### config.mk
export PLATFORM = sky130hd
export DESIGN_NAME = hls_sequencer
export DESIGN_NICKNAME = d
export VERILOG_FILES = /design/src/hls_pkg.sv /design/src/hls_sequencer.sv
export SDC_FILE = /design/constraint.sdc
export NUM_CORES = 1
export LEC_CHECK = 0
export ABC_AREA = 0
export BUFFER_PORTS_ARGS = -buffer_cell sky130_fd_sc_hd__buf_4
export CORE_MARGIN = 3
export CORE_UTILIZATION = 43
export DETAILED_ROUTE_END_ITERATION = 8
export GPL_TIMING_DRIVEN = 0
export PLACE_DENSITY = 0.68
export SYNTH_ARGS = -nofsm -noshare
export SYNTH_HDL_FRONTEND = slang
export SYNTH_SLANG_ARGS = --single-unit
### constraint.sdc
create_clock -name ref_clk_in -period 1.6 [get_ports ref_clk_in]
set_clock_uncertainty 0.15 [all_clocks]
set_input_delay 0.08 -clock ref_clk_in [delete_from_list [all_inputs] [get_ports ref_clk_in]]
set_output_delay 0.08 -clock ref_clk_in [all_outputs]
set_load 0.05 [all_outputs]
### src/hls_pkg.sv
// How it works
// with function enabled, a detected alarm sends an alarm indication to the controller.
// controller answers any alarm indication by broadcasting forced stop to every amplifier.
// forced stop without own fault latches warning, shows E7.1, decelerates to standstill.
// function active after reset; config lowest digit equal 1 disables it.
// warning stays latched until the controller sends an error reset command.
// supply loss during forced-stop deceleration switches stopping to the dynamic brake.
// upstream power loss makes this axis decelerate, go not-connected and show AA.
// own input power removed stops motor by dynamic brake and blanks the display.
// link loss forces deceleration stop, or dynamic brake for the severe kind.
// disabled function sends no alarm indication; own alarm stops only own motor.
package hls_pkg;
   localparam logic [3:0] HLS_CFG_DISABLE   = 4'h1;
   localparam logic [3:0] HLS_CFG_RESET     = 4'h0;
   // display codes
   localparam logic [1:0] HLS_DISP_NONE     = 2'h0;
   localparam logic [1:0] HLS_DISP_E71      = 2'h1;
   localparam logic [1:0] HLS_DISP_AA       = 2'h2;
   localparam logic [1:0] HLS_DISP_BLANK    = 2'h3;
   typedef enum logic [1:0] {
      HLS_RUN   = 2'b00,
      HLS_DECEL = 2'b01,
      HLS_DB    = 2'b10
   } hls_stop_t;
endpackage : hls_pkg

### src/hls_sequencer.sv
module hls_sequencer
   import hls_pkg::*;
(
   input  wire logic       ref_clk_in,
   input  wire logic       rst_b_in,
   input  wire logic [3:0] cfg_digit_in,
   input  wire logic       own_alarm_in,
   input  wire logic       alarm_db_in,
   input  wire logic       forced_stop_in,
   input  wire logic       error_reset_in,
   input  wire logic       supply_lost_in,
   input  wire logic       upstream_lost_in,
   input  wire logic       link_lost_in,
   input  wire logic       link_lost_hard_in,
   output logic            alarm_ind_out,
   output logic            warn_out,
   output logic [1:0]      disp_out,
   output logic            decel_out,
   output logic            dyn_brake_out,
   output logic            not_conn_out
);
   // the whole register image of the sequencer
   typedef struct packed {
      logic [7:0] s1;        // first sync stage, read only by the second
      logic [7:0] s2;        // second sync stage, the only copy logic reads
      logic       alarm_ind;
      logic       warn;
      logic [1:0] disp;
      logic       not_conn;
      logic       decel;
      logic       dyn_brake;
      hls_stop_t  stop;
   } hls_state_t;

   hls_state_t st;
   hls_state_t next_st;
   logic [7:0] raw;
   logic       en;
   logic       fault;
   logic       al;
   logic       db;
   logic       fs;
   logic       er;
   logic       sl;
   logic       ul;
   logic       ll;
   logic       llh;
   logic       next_warn;
   logic       next_nc;
   logic       brake_req;
   logic       decel_req;
   logic       release_ok;

   // display priority: blank over no connection over the warning code
   function automatic logic [1:0] hls_disp_sel(input logic blank,
                                               input logic no_conn,
                                               input logic warn);
      logic [1:0] code;
      if (blank) begin
         code = HLS_DISP_BLANK;
      end else if (no_conn) begin
         code = HLS_DISP_AA;
      end else if (warn) begin
         code = HLS_DISP_E71;
      end else begin
         code = HLS_DISP_NONE;
      end
      return code;
   endfunction : hls_disp_sel

   // stop machine: the brake always wins, leaving it needs an error reset
   function automatic hls_stop_t hls_next_stop(input hls_stop_t cur,
                                               input logic      brake,
                                               input logic      slow,
                                               input logic      clear);
      hls_stop_t res;
      res = cur;
      case (cur)
         HLS_RUN,
         HLS_DECEL: begin
            if (brake) begin
               res = HLS_DB;
            end else if (slow) begin
               res = HLS_DECEL;
            end else begin
               res = HLS_RUN;
            end
         end
         HLS_DB: begin
            // a deceleration cause still present after the reset keeps the axis slowing down
            if (!brake && clear) begin
               res = slow ? HLS_DECEL : HLS_RUN;
            end
         end
         default: begin
            res = HLS_DB;
         end
      endcase
      return res;
   endfunction : hls_next_stop

   // all pin levels but the config digit pass the two sync stages before any decision reads them
   assign raw = {link_lost_hard_in, link_lost_in, upstream_lost_in, supply_lost_in,
                 error_reset_in, forced_stop_in, alarm_db_in, own_alarm_in};
   assign {llh, ll, ul, sl, er, fs, db, al} = st.s2;

   // the config digit comes from logic on this clock, so it is read directly
   assign en         = (cfg_digit_in != HLS_CFG_DISABLE);
   assign fault      = al | db;

   // set wins over the clear for both latched conditions
   assign next_warn  = (fs & ~fault) | (st.warn & ~er);
   assign next_nc    = ul | (st.not_conn & ~er);

   assign brake_req  = sl | db | llh;
   assign decel_req  = al | ul | ll | next_warn | next_nc;
   assign release_ok = er & ~fault;

   always_comb begin
      next_st           = st;
      next_st.s1        = raw;
      next_st.s2        = st.s1;
      next_st.alarm_ind = fault & en;
      next_st.warn      = next_warn;
      next_st.not_conn  = next_nc;
      next_st.stop      = hls_next_stop(st.stop, brake_req, decel_req, release_ok);
      next_st.decel     = (next_st.stop == HLS_DECEL);
      next_st.dyn_brake = (next_st.stop == HLS_DB);
      next_st.disp      = hls_disp_sel(sl, next_nc, next_warn);
   end

   always_ff @(posedge ref_clk_in or negedge rst_b_in) begin
      if (!rst_b_in) begin
         st <= '0;
      end else begin
         st <= next_st;
      end
   end

   assign alarm_ind_out = st.alarm_ind;
   assign warn_out      = st.warn;
   assign disp_out      = st.disp;
   assign decel_out     = st.decel;
   assign dyn_brake_out = st.dyn_brake;
   assign not_conn_out  = st.not_conn;

   // alarm indication towards the controller
   property p_alarm;
      @(posedge ref_clk_in) disable iff (!rst_b_in) $rose(al) && en |=> alarm_ind_out;
   endproperty
   a_alarm: assert property (p_alarm) else $error("alarm not sent");

   property p_cfg;
      @(posedge ref_clk_in) disable iff (!rst_b_in) $rose(al) && cfg_digit_in == HLS_CFG_RESET |=> alarm_ind_out;
   endproperty
   a_cfg: assert property (p_cfg) else $error("default config not enabled");

   property p_noind;
      @(posedge ref_clk_in) disable iff (!rst_b_in) !fault |=> !alarm_ind_out;
   endproperty
   a_noind: assert property (p_noind) else $error("indication without alarm");

   property p_dis;
      @(posedge ref_clk_in) disable iff (!rst_b_in) !en && $stable(cfg_digit_in) |=> !alarm_ind_out;
   endproperty
   a_dis: assert property (p_dis) else $error("alarm sent while disabled");

   // forced-stop warning
   property p_warn;
      @(posedge ref_clk_in) disable iff (!rst_b_in) fs && !fault |=> warn_out;
   endproperty
   a_warn: assert property (p_warn) else $error("warning not raised");

   property p_refuse;
      @(posedge ref_clk_in) disable iff (!rst_b_in) fault && !warn_out |=> !warn_out;
   endproperty
   a_refuse: assert property (p_refuse) else $error("warning raised during own fault");

   property p_hold;
      @(posedge ref_clk_in) disable iff (!rst_b_in) warn_out && !er |=> warn_out;
   endproperty
   a_hold: assert property (p_hold) else $error("warning dropped");

   property p_clr;
      @(posedge ref_clk_in) disable iff (!rst_b_in) er && !fs |=> !warn_out;
   endproperty
   a_clr: assert property (p_clr) else $error("warning not cleared by error reset");

   property p_e71;
      @(posedge ref_clk_in) disable iff (!rst_b_in)
         warn_out && !not_conn_out && disp_out != HLS_DISP_BLANK |-> disp_out == HLS_DISP_E71;
   endproperty
   a_e71: assert property (p_e71) else $error("warning code not shown");

   // braking and deceleration
   property p_db;
      @(posedge ref_clk_in) disable iff (!rst_b_in) sl |=> dyn_brake_out && disp_out == HLS_DISP_BLANK;
   endproperty
   a_db: assert property (p_db) else $error("no brake on supply loss");

   property p_dbhold;
      @(posedge ref_clk_in) disable iff (!rst_b_in) dyn_brake_out && !er |=> dyn_brake_out;
   endproperty
   a_dbhold: assert property (p_dbhold) else $error("brake left without error reset");

   property p_aa;
      @(posedge ref_clk_in) disable iff (!rst_b_in) ul && !sl |=> not_conn_out && disp_out == HLS_DISP_AA;
   endproperty
   a_aa: assert property (p_aa) else $error("no AA on upstream loss");

   property p_upstop;
      @(posedge ref_clk_in) disable iff (!rst_b_in) ul && !brake_req && !dyn_brake_out |=> decel_out;
   endproperty
   a_upstop: assert property (p_upstop) else $error("no deceleration on upstream loss");

   property p_dec;
      @(posedge ref_clk_in) disable iff (!rst_b_in) al && !brake_req && !dyn_brake_out |=> decel_out;
   endproperty
   a_dec: assert property (p_dec) else $error("own alarm does not stop own motor");

   property p_link;
      @(posedge ref_clk_in) disable iff (!rst_b_in) ll |=> decel_out || dyn_brake_out;
   endproperty
   a_link: assert property (p_link) else $error("no stop on link loss");

   property p_hard;
      @(posedge ref_clk_in) disable iff (!rst_b_in) llh |=> dyn_brake_out;
   endproperty
   a_hard: assert property (p_hard) else $error("no brake on severe link loss");

   // main scenarios
   c_ind: cover property (@(posedge ref_clk_in) disable iff (!rst_b_in) $rose(alarm_ind_out));
   c_fs:  cover property (@(posedge ref_clk_in) disable iff (!rst_b_in) warn_out ##1 !warn_out);
   c_db:  cover property (@(posedge ref_clk_in) disable iff (!rst_b_in) decel_out ##1 dyn_brake_out);
   c_aa:  cover property (@(posedge ref_clk_in) disable iff (!rst_b_in) not_conn_out);
endmodule : hls_sequencer

==> key figures <==
Outcome
  • Outcome: finished, final reports clean

Logic synthesis
  • Top-count cell post-synth: dfrtp_1
  • Mux contribution to synthesized area: 0%
  • Post-synth EDFFs: 0
  • Yosys reg bits: 25
  • Post-synth top cells: dfrtp_1, inv_1, nor2_1
  • Synth area leaders: dfrtp_1, a2111o_1, buf_4
  • Synth top area share: 84.3%
  • Sequential share of the synthesized area: 84.3%
  • Synth Area in XOR/XNOR: 0%
  • Synth Area per Inst: 17.3 um2
  • Library cells used by synthesis: 12
  • Compound-Gate Fraction of Synth Area: 7.42%
  • Area leader, netlist: dfrtp_1
  • Combinational family with the most area after synthesis: compound AO/OA/AOI/OAI gates
  • Simple-gate share of the synthesized area: 4.72%
  • Post-synthesis cell count: 43
  • Post-synth top flop: dfrtp_1
  • Yosys warns: 0
  • Mapped cell area: 742 um2
  • Post-synth ARST share: 100%
  • Adder-cell share of the synthesized area: 0%
  • Synthesized net count: 57

Critical path
  • CP max FO: 3
  • CP arrival: 1.67 ns
  • Worst Path Required: 1.67 ns
  • Flop-to-flop setup slack: 0.006 ns
  • CP Class: register to register
  • Crit-path cells: or3b_4, a2111o_1, a31oi_1
  • Slowest cell on crit path: dfrtp_1
  • Startpoint Class: register
  • CP Capture Type: register
  • Slowest stage delay, CP: 0.41 ns

STA
  • Pins Over Slew Limit: 0
  • RSZ-0062 raised after global routing: true
  • # setup viols final: 0
  • Tcrit/Tclk final: 99.6%
  • Measured slew at the worst slew-check pin: 0.384 ns
  • Fmax: 627 MHz
  • Fin. Hold Viols: 0
  • Min Hold Slack: 0.0591 ns
  • Minimum clock period: 1.59 ns
  • Rel. slew slack: 74.4%

GRT
  • GRT Util Overall: 12.4%
  • Initial antenna violation count: 0
  • Largest net degree at the start of global routing: 26
  • Gr ovfl total: 0
  • First-pass GRT wire length: 1860 um
  • Vias in the first global route: 467

Power
  • Maximum VDD drop: 0.755 mV
  • Power Density: 987 mW/mm2
  • Static leakage: 0.515 nW

Cells and area
  • Final Instance Area: 0.00108 mm2
  • Nets: 96
  • # fillers: 110
  • Share of cells above drive strength 1: 34.6%
  • # diodes: 0
  • Max reg flops: 8
  • Synth-to-layout area growth: 45.5%

Job
  • MaxCap Viol Count: 0

Clocking
  • CTS tree: done
  • TritonCTS Buffers: 3
  • Clock buffer depth: 2
  • Clk_lat worst skew: 0.30 ns
  • Htree depth: 1
  • CTS sink count: 25
  • Clock slew at reported path FFs: 0.12 ns
  • Clock tree root driver cell: clkbuf_4

Placed design
  • Number of port buffers: 20
  • Area post-placement: 912 um2
  • GPL Wtd Cong: 0.623

Detailed routing
  • Routed via count: 459
  • Post-Route WL: 1210 um
  • DR DRC count: 0
  • Drt wl/cell: 12.5 um
  • Initial drt markers: 4
  • Vias/cell: 4.73
  • 1st-pass router iterations: 4
  • Detail Route Antenna Nets: 0

Floorplanning
  • Die width: 47.5 um
  • Core ar.: 0.00156 mm2
  • Die Span Y: 47.5 um
  • IO Pins: 21
  • Initial Util: 47.6%
  • Die area: 0.00226 mm2
  • Row cnt: 14

Hold path
  • Hold Path Class: primary input to asynchronous set/reset pin
==> cell usage in the layout (no fill, tap or decap), types with 2 or more instances in the layout <==
| master | count |
|---|---|
| a2111o_1 | 2 |
| inv_1 | 3 |
| dlygate4sd3_1 | 13 |
| dfrtp_1 | 25 |
| a31oi_1 | 2 |
| nor2_1 | 3 |
| buf_4 | 23 |
| clkbuf_4 | 3 |
==> cell families (layout without fill, tap and decap cells) <==
kind of cell,count (synthesis),after routing
AND/OR/NAND/NOR,6,6
AO/OA/AOI/OAI,7,7
buffers and inverters,5,43
flip-flops,25,25
==> routing by layer <==
| layer | part of all wire [%] | track usage (%) | wire, um | up-vias |
|---|---|---|---|---|
| met5 | 0 | 0 | 0 | - |
| met4 | 0 | 3.23 | 0 | 0 |
| met3 | 8.0 | 4.14 | 97 | 0 |
| met2 | 56 | 24.1 | 678 | 22 |
| met1 | 36 | 12.4 | 434 | 219 |
| li1 | - | - | - | 218 |
==> where the power goes <==
group          leakage (nW)  internal (mW)  switching [mW]
sequential            0.288          0.662          0.0118
clock                0.0177         0.0931           0.165
combinational         0.209         0.0658          0.0688
total                 0.515          0.821           0.245
==> metrics by stage <==
step	std cells	total power, mW	setup slack, ns	util (%)	setup TNS [ns]
finish	97	1.07	0.00603	69.3	0
global route	97	1.13	-0.0451	69.3	-0.0451
CTS	97	1.08	-0.00560	69.1	-0.00560
detailed placement	79	0.793	-0.0457	58.5	-0.0613
global placement	79	0.789	0.0287	58.5	0
floorplan	43	0.736	0.0847	-	0
==> cell type report <==
class                      count  area, um2  share of cell area [%]
buffer                         2       15.0                    1.39
clock inverter                 1       5.00                   0.463
clock buffer                   3       22.5                    2.09
sequential                    25        626                    57.9
timing repair buffer          34        288                    26.7
multi-input combinational     13       92.6                    8.57
tap                           16       20.0                    1.85
inverter                       3       11.3                    1.04
==> critical path: cells and delay by family (launching register included) <==
kind / cells / cell delay (ns)
AOI/OAI and AO/OA: 2 / 0.59
DFF: 1 / 0.41
and+or+nand+nor: 1 / 0.38
==> path summary, 6_finish.rpt <==
kind	startpoint	end	cells past startpoint
worst max-delay path	al	decel_out	3
worst min-delay path	rst_b_in	st[0]	2
worst max register to register	al	decel_out	3
worst min register to register	next_st[10]	db	0
max in group asynchronous	rst_b_in	fs	2
min in group ref_clk_in	next_st[10]	db	0
==> what timing repair did <==
action	in CTS	in global routing
hold endpoints to repair	34	0
endpoints found under the setup margin	2	2
hold buffers	13	0
buffers inserted	1	0
gates resized for setup	0	1
pin swaps	1	0
Note: power is estimated with default switching activity, not from simulation.
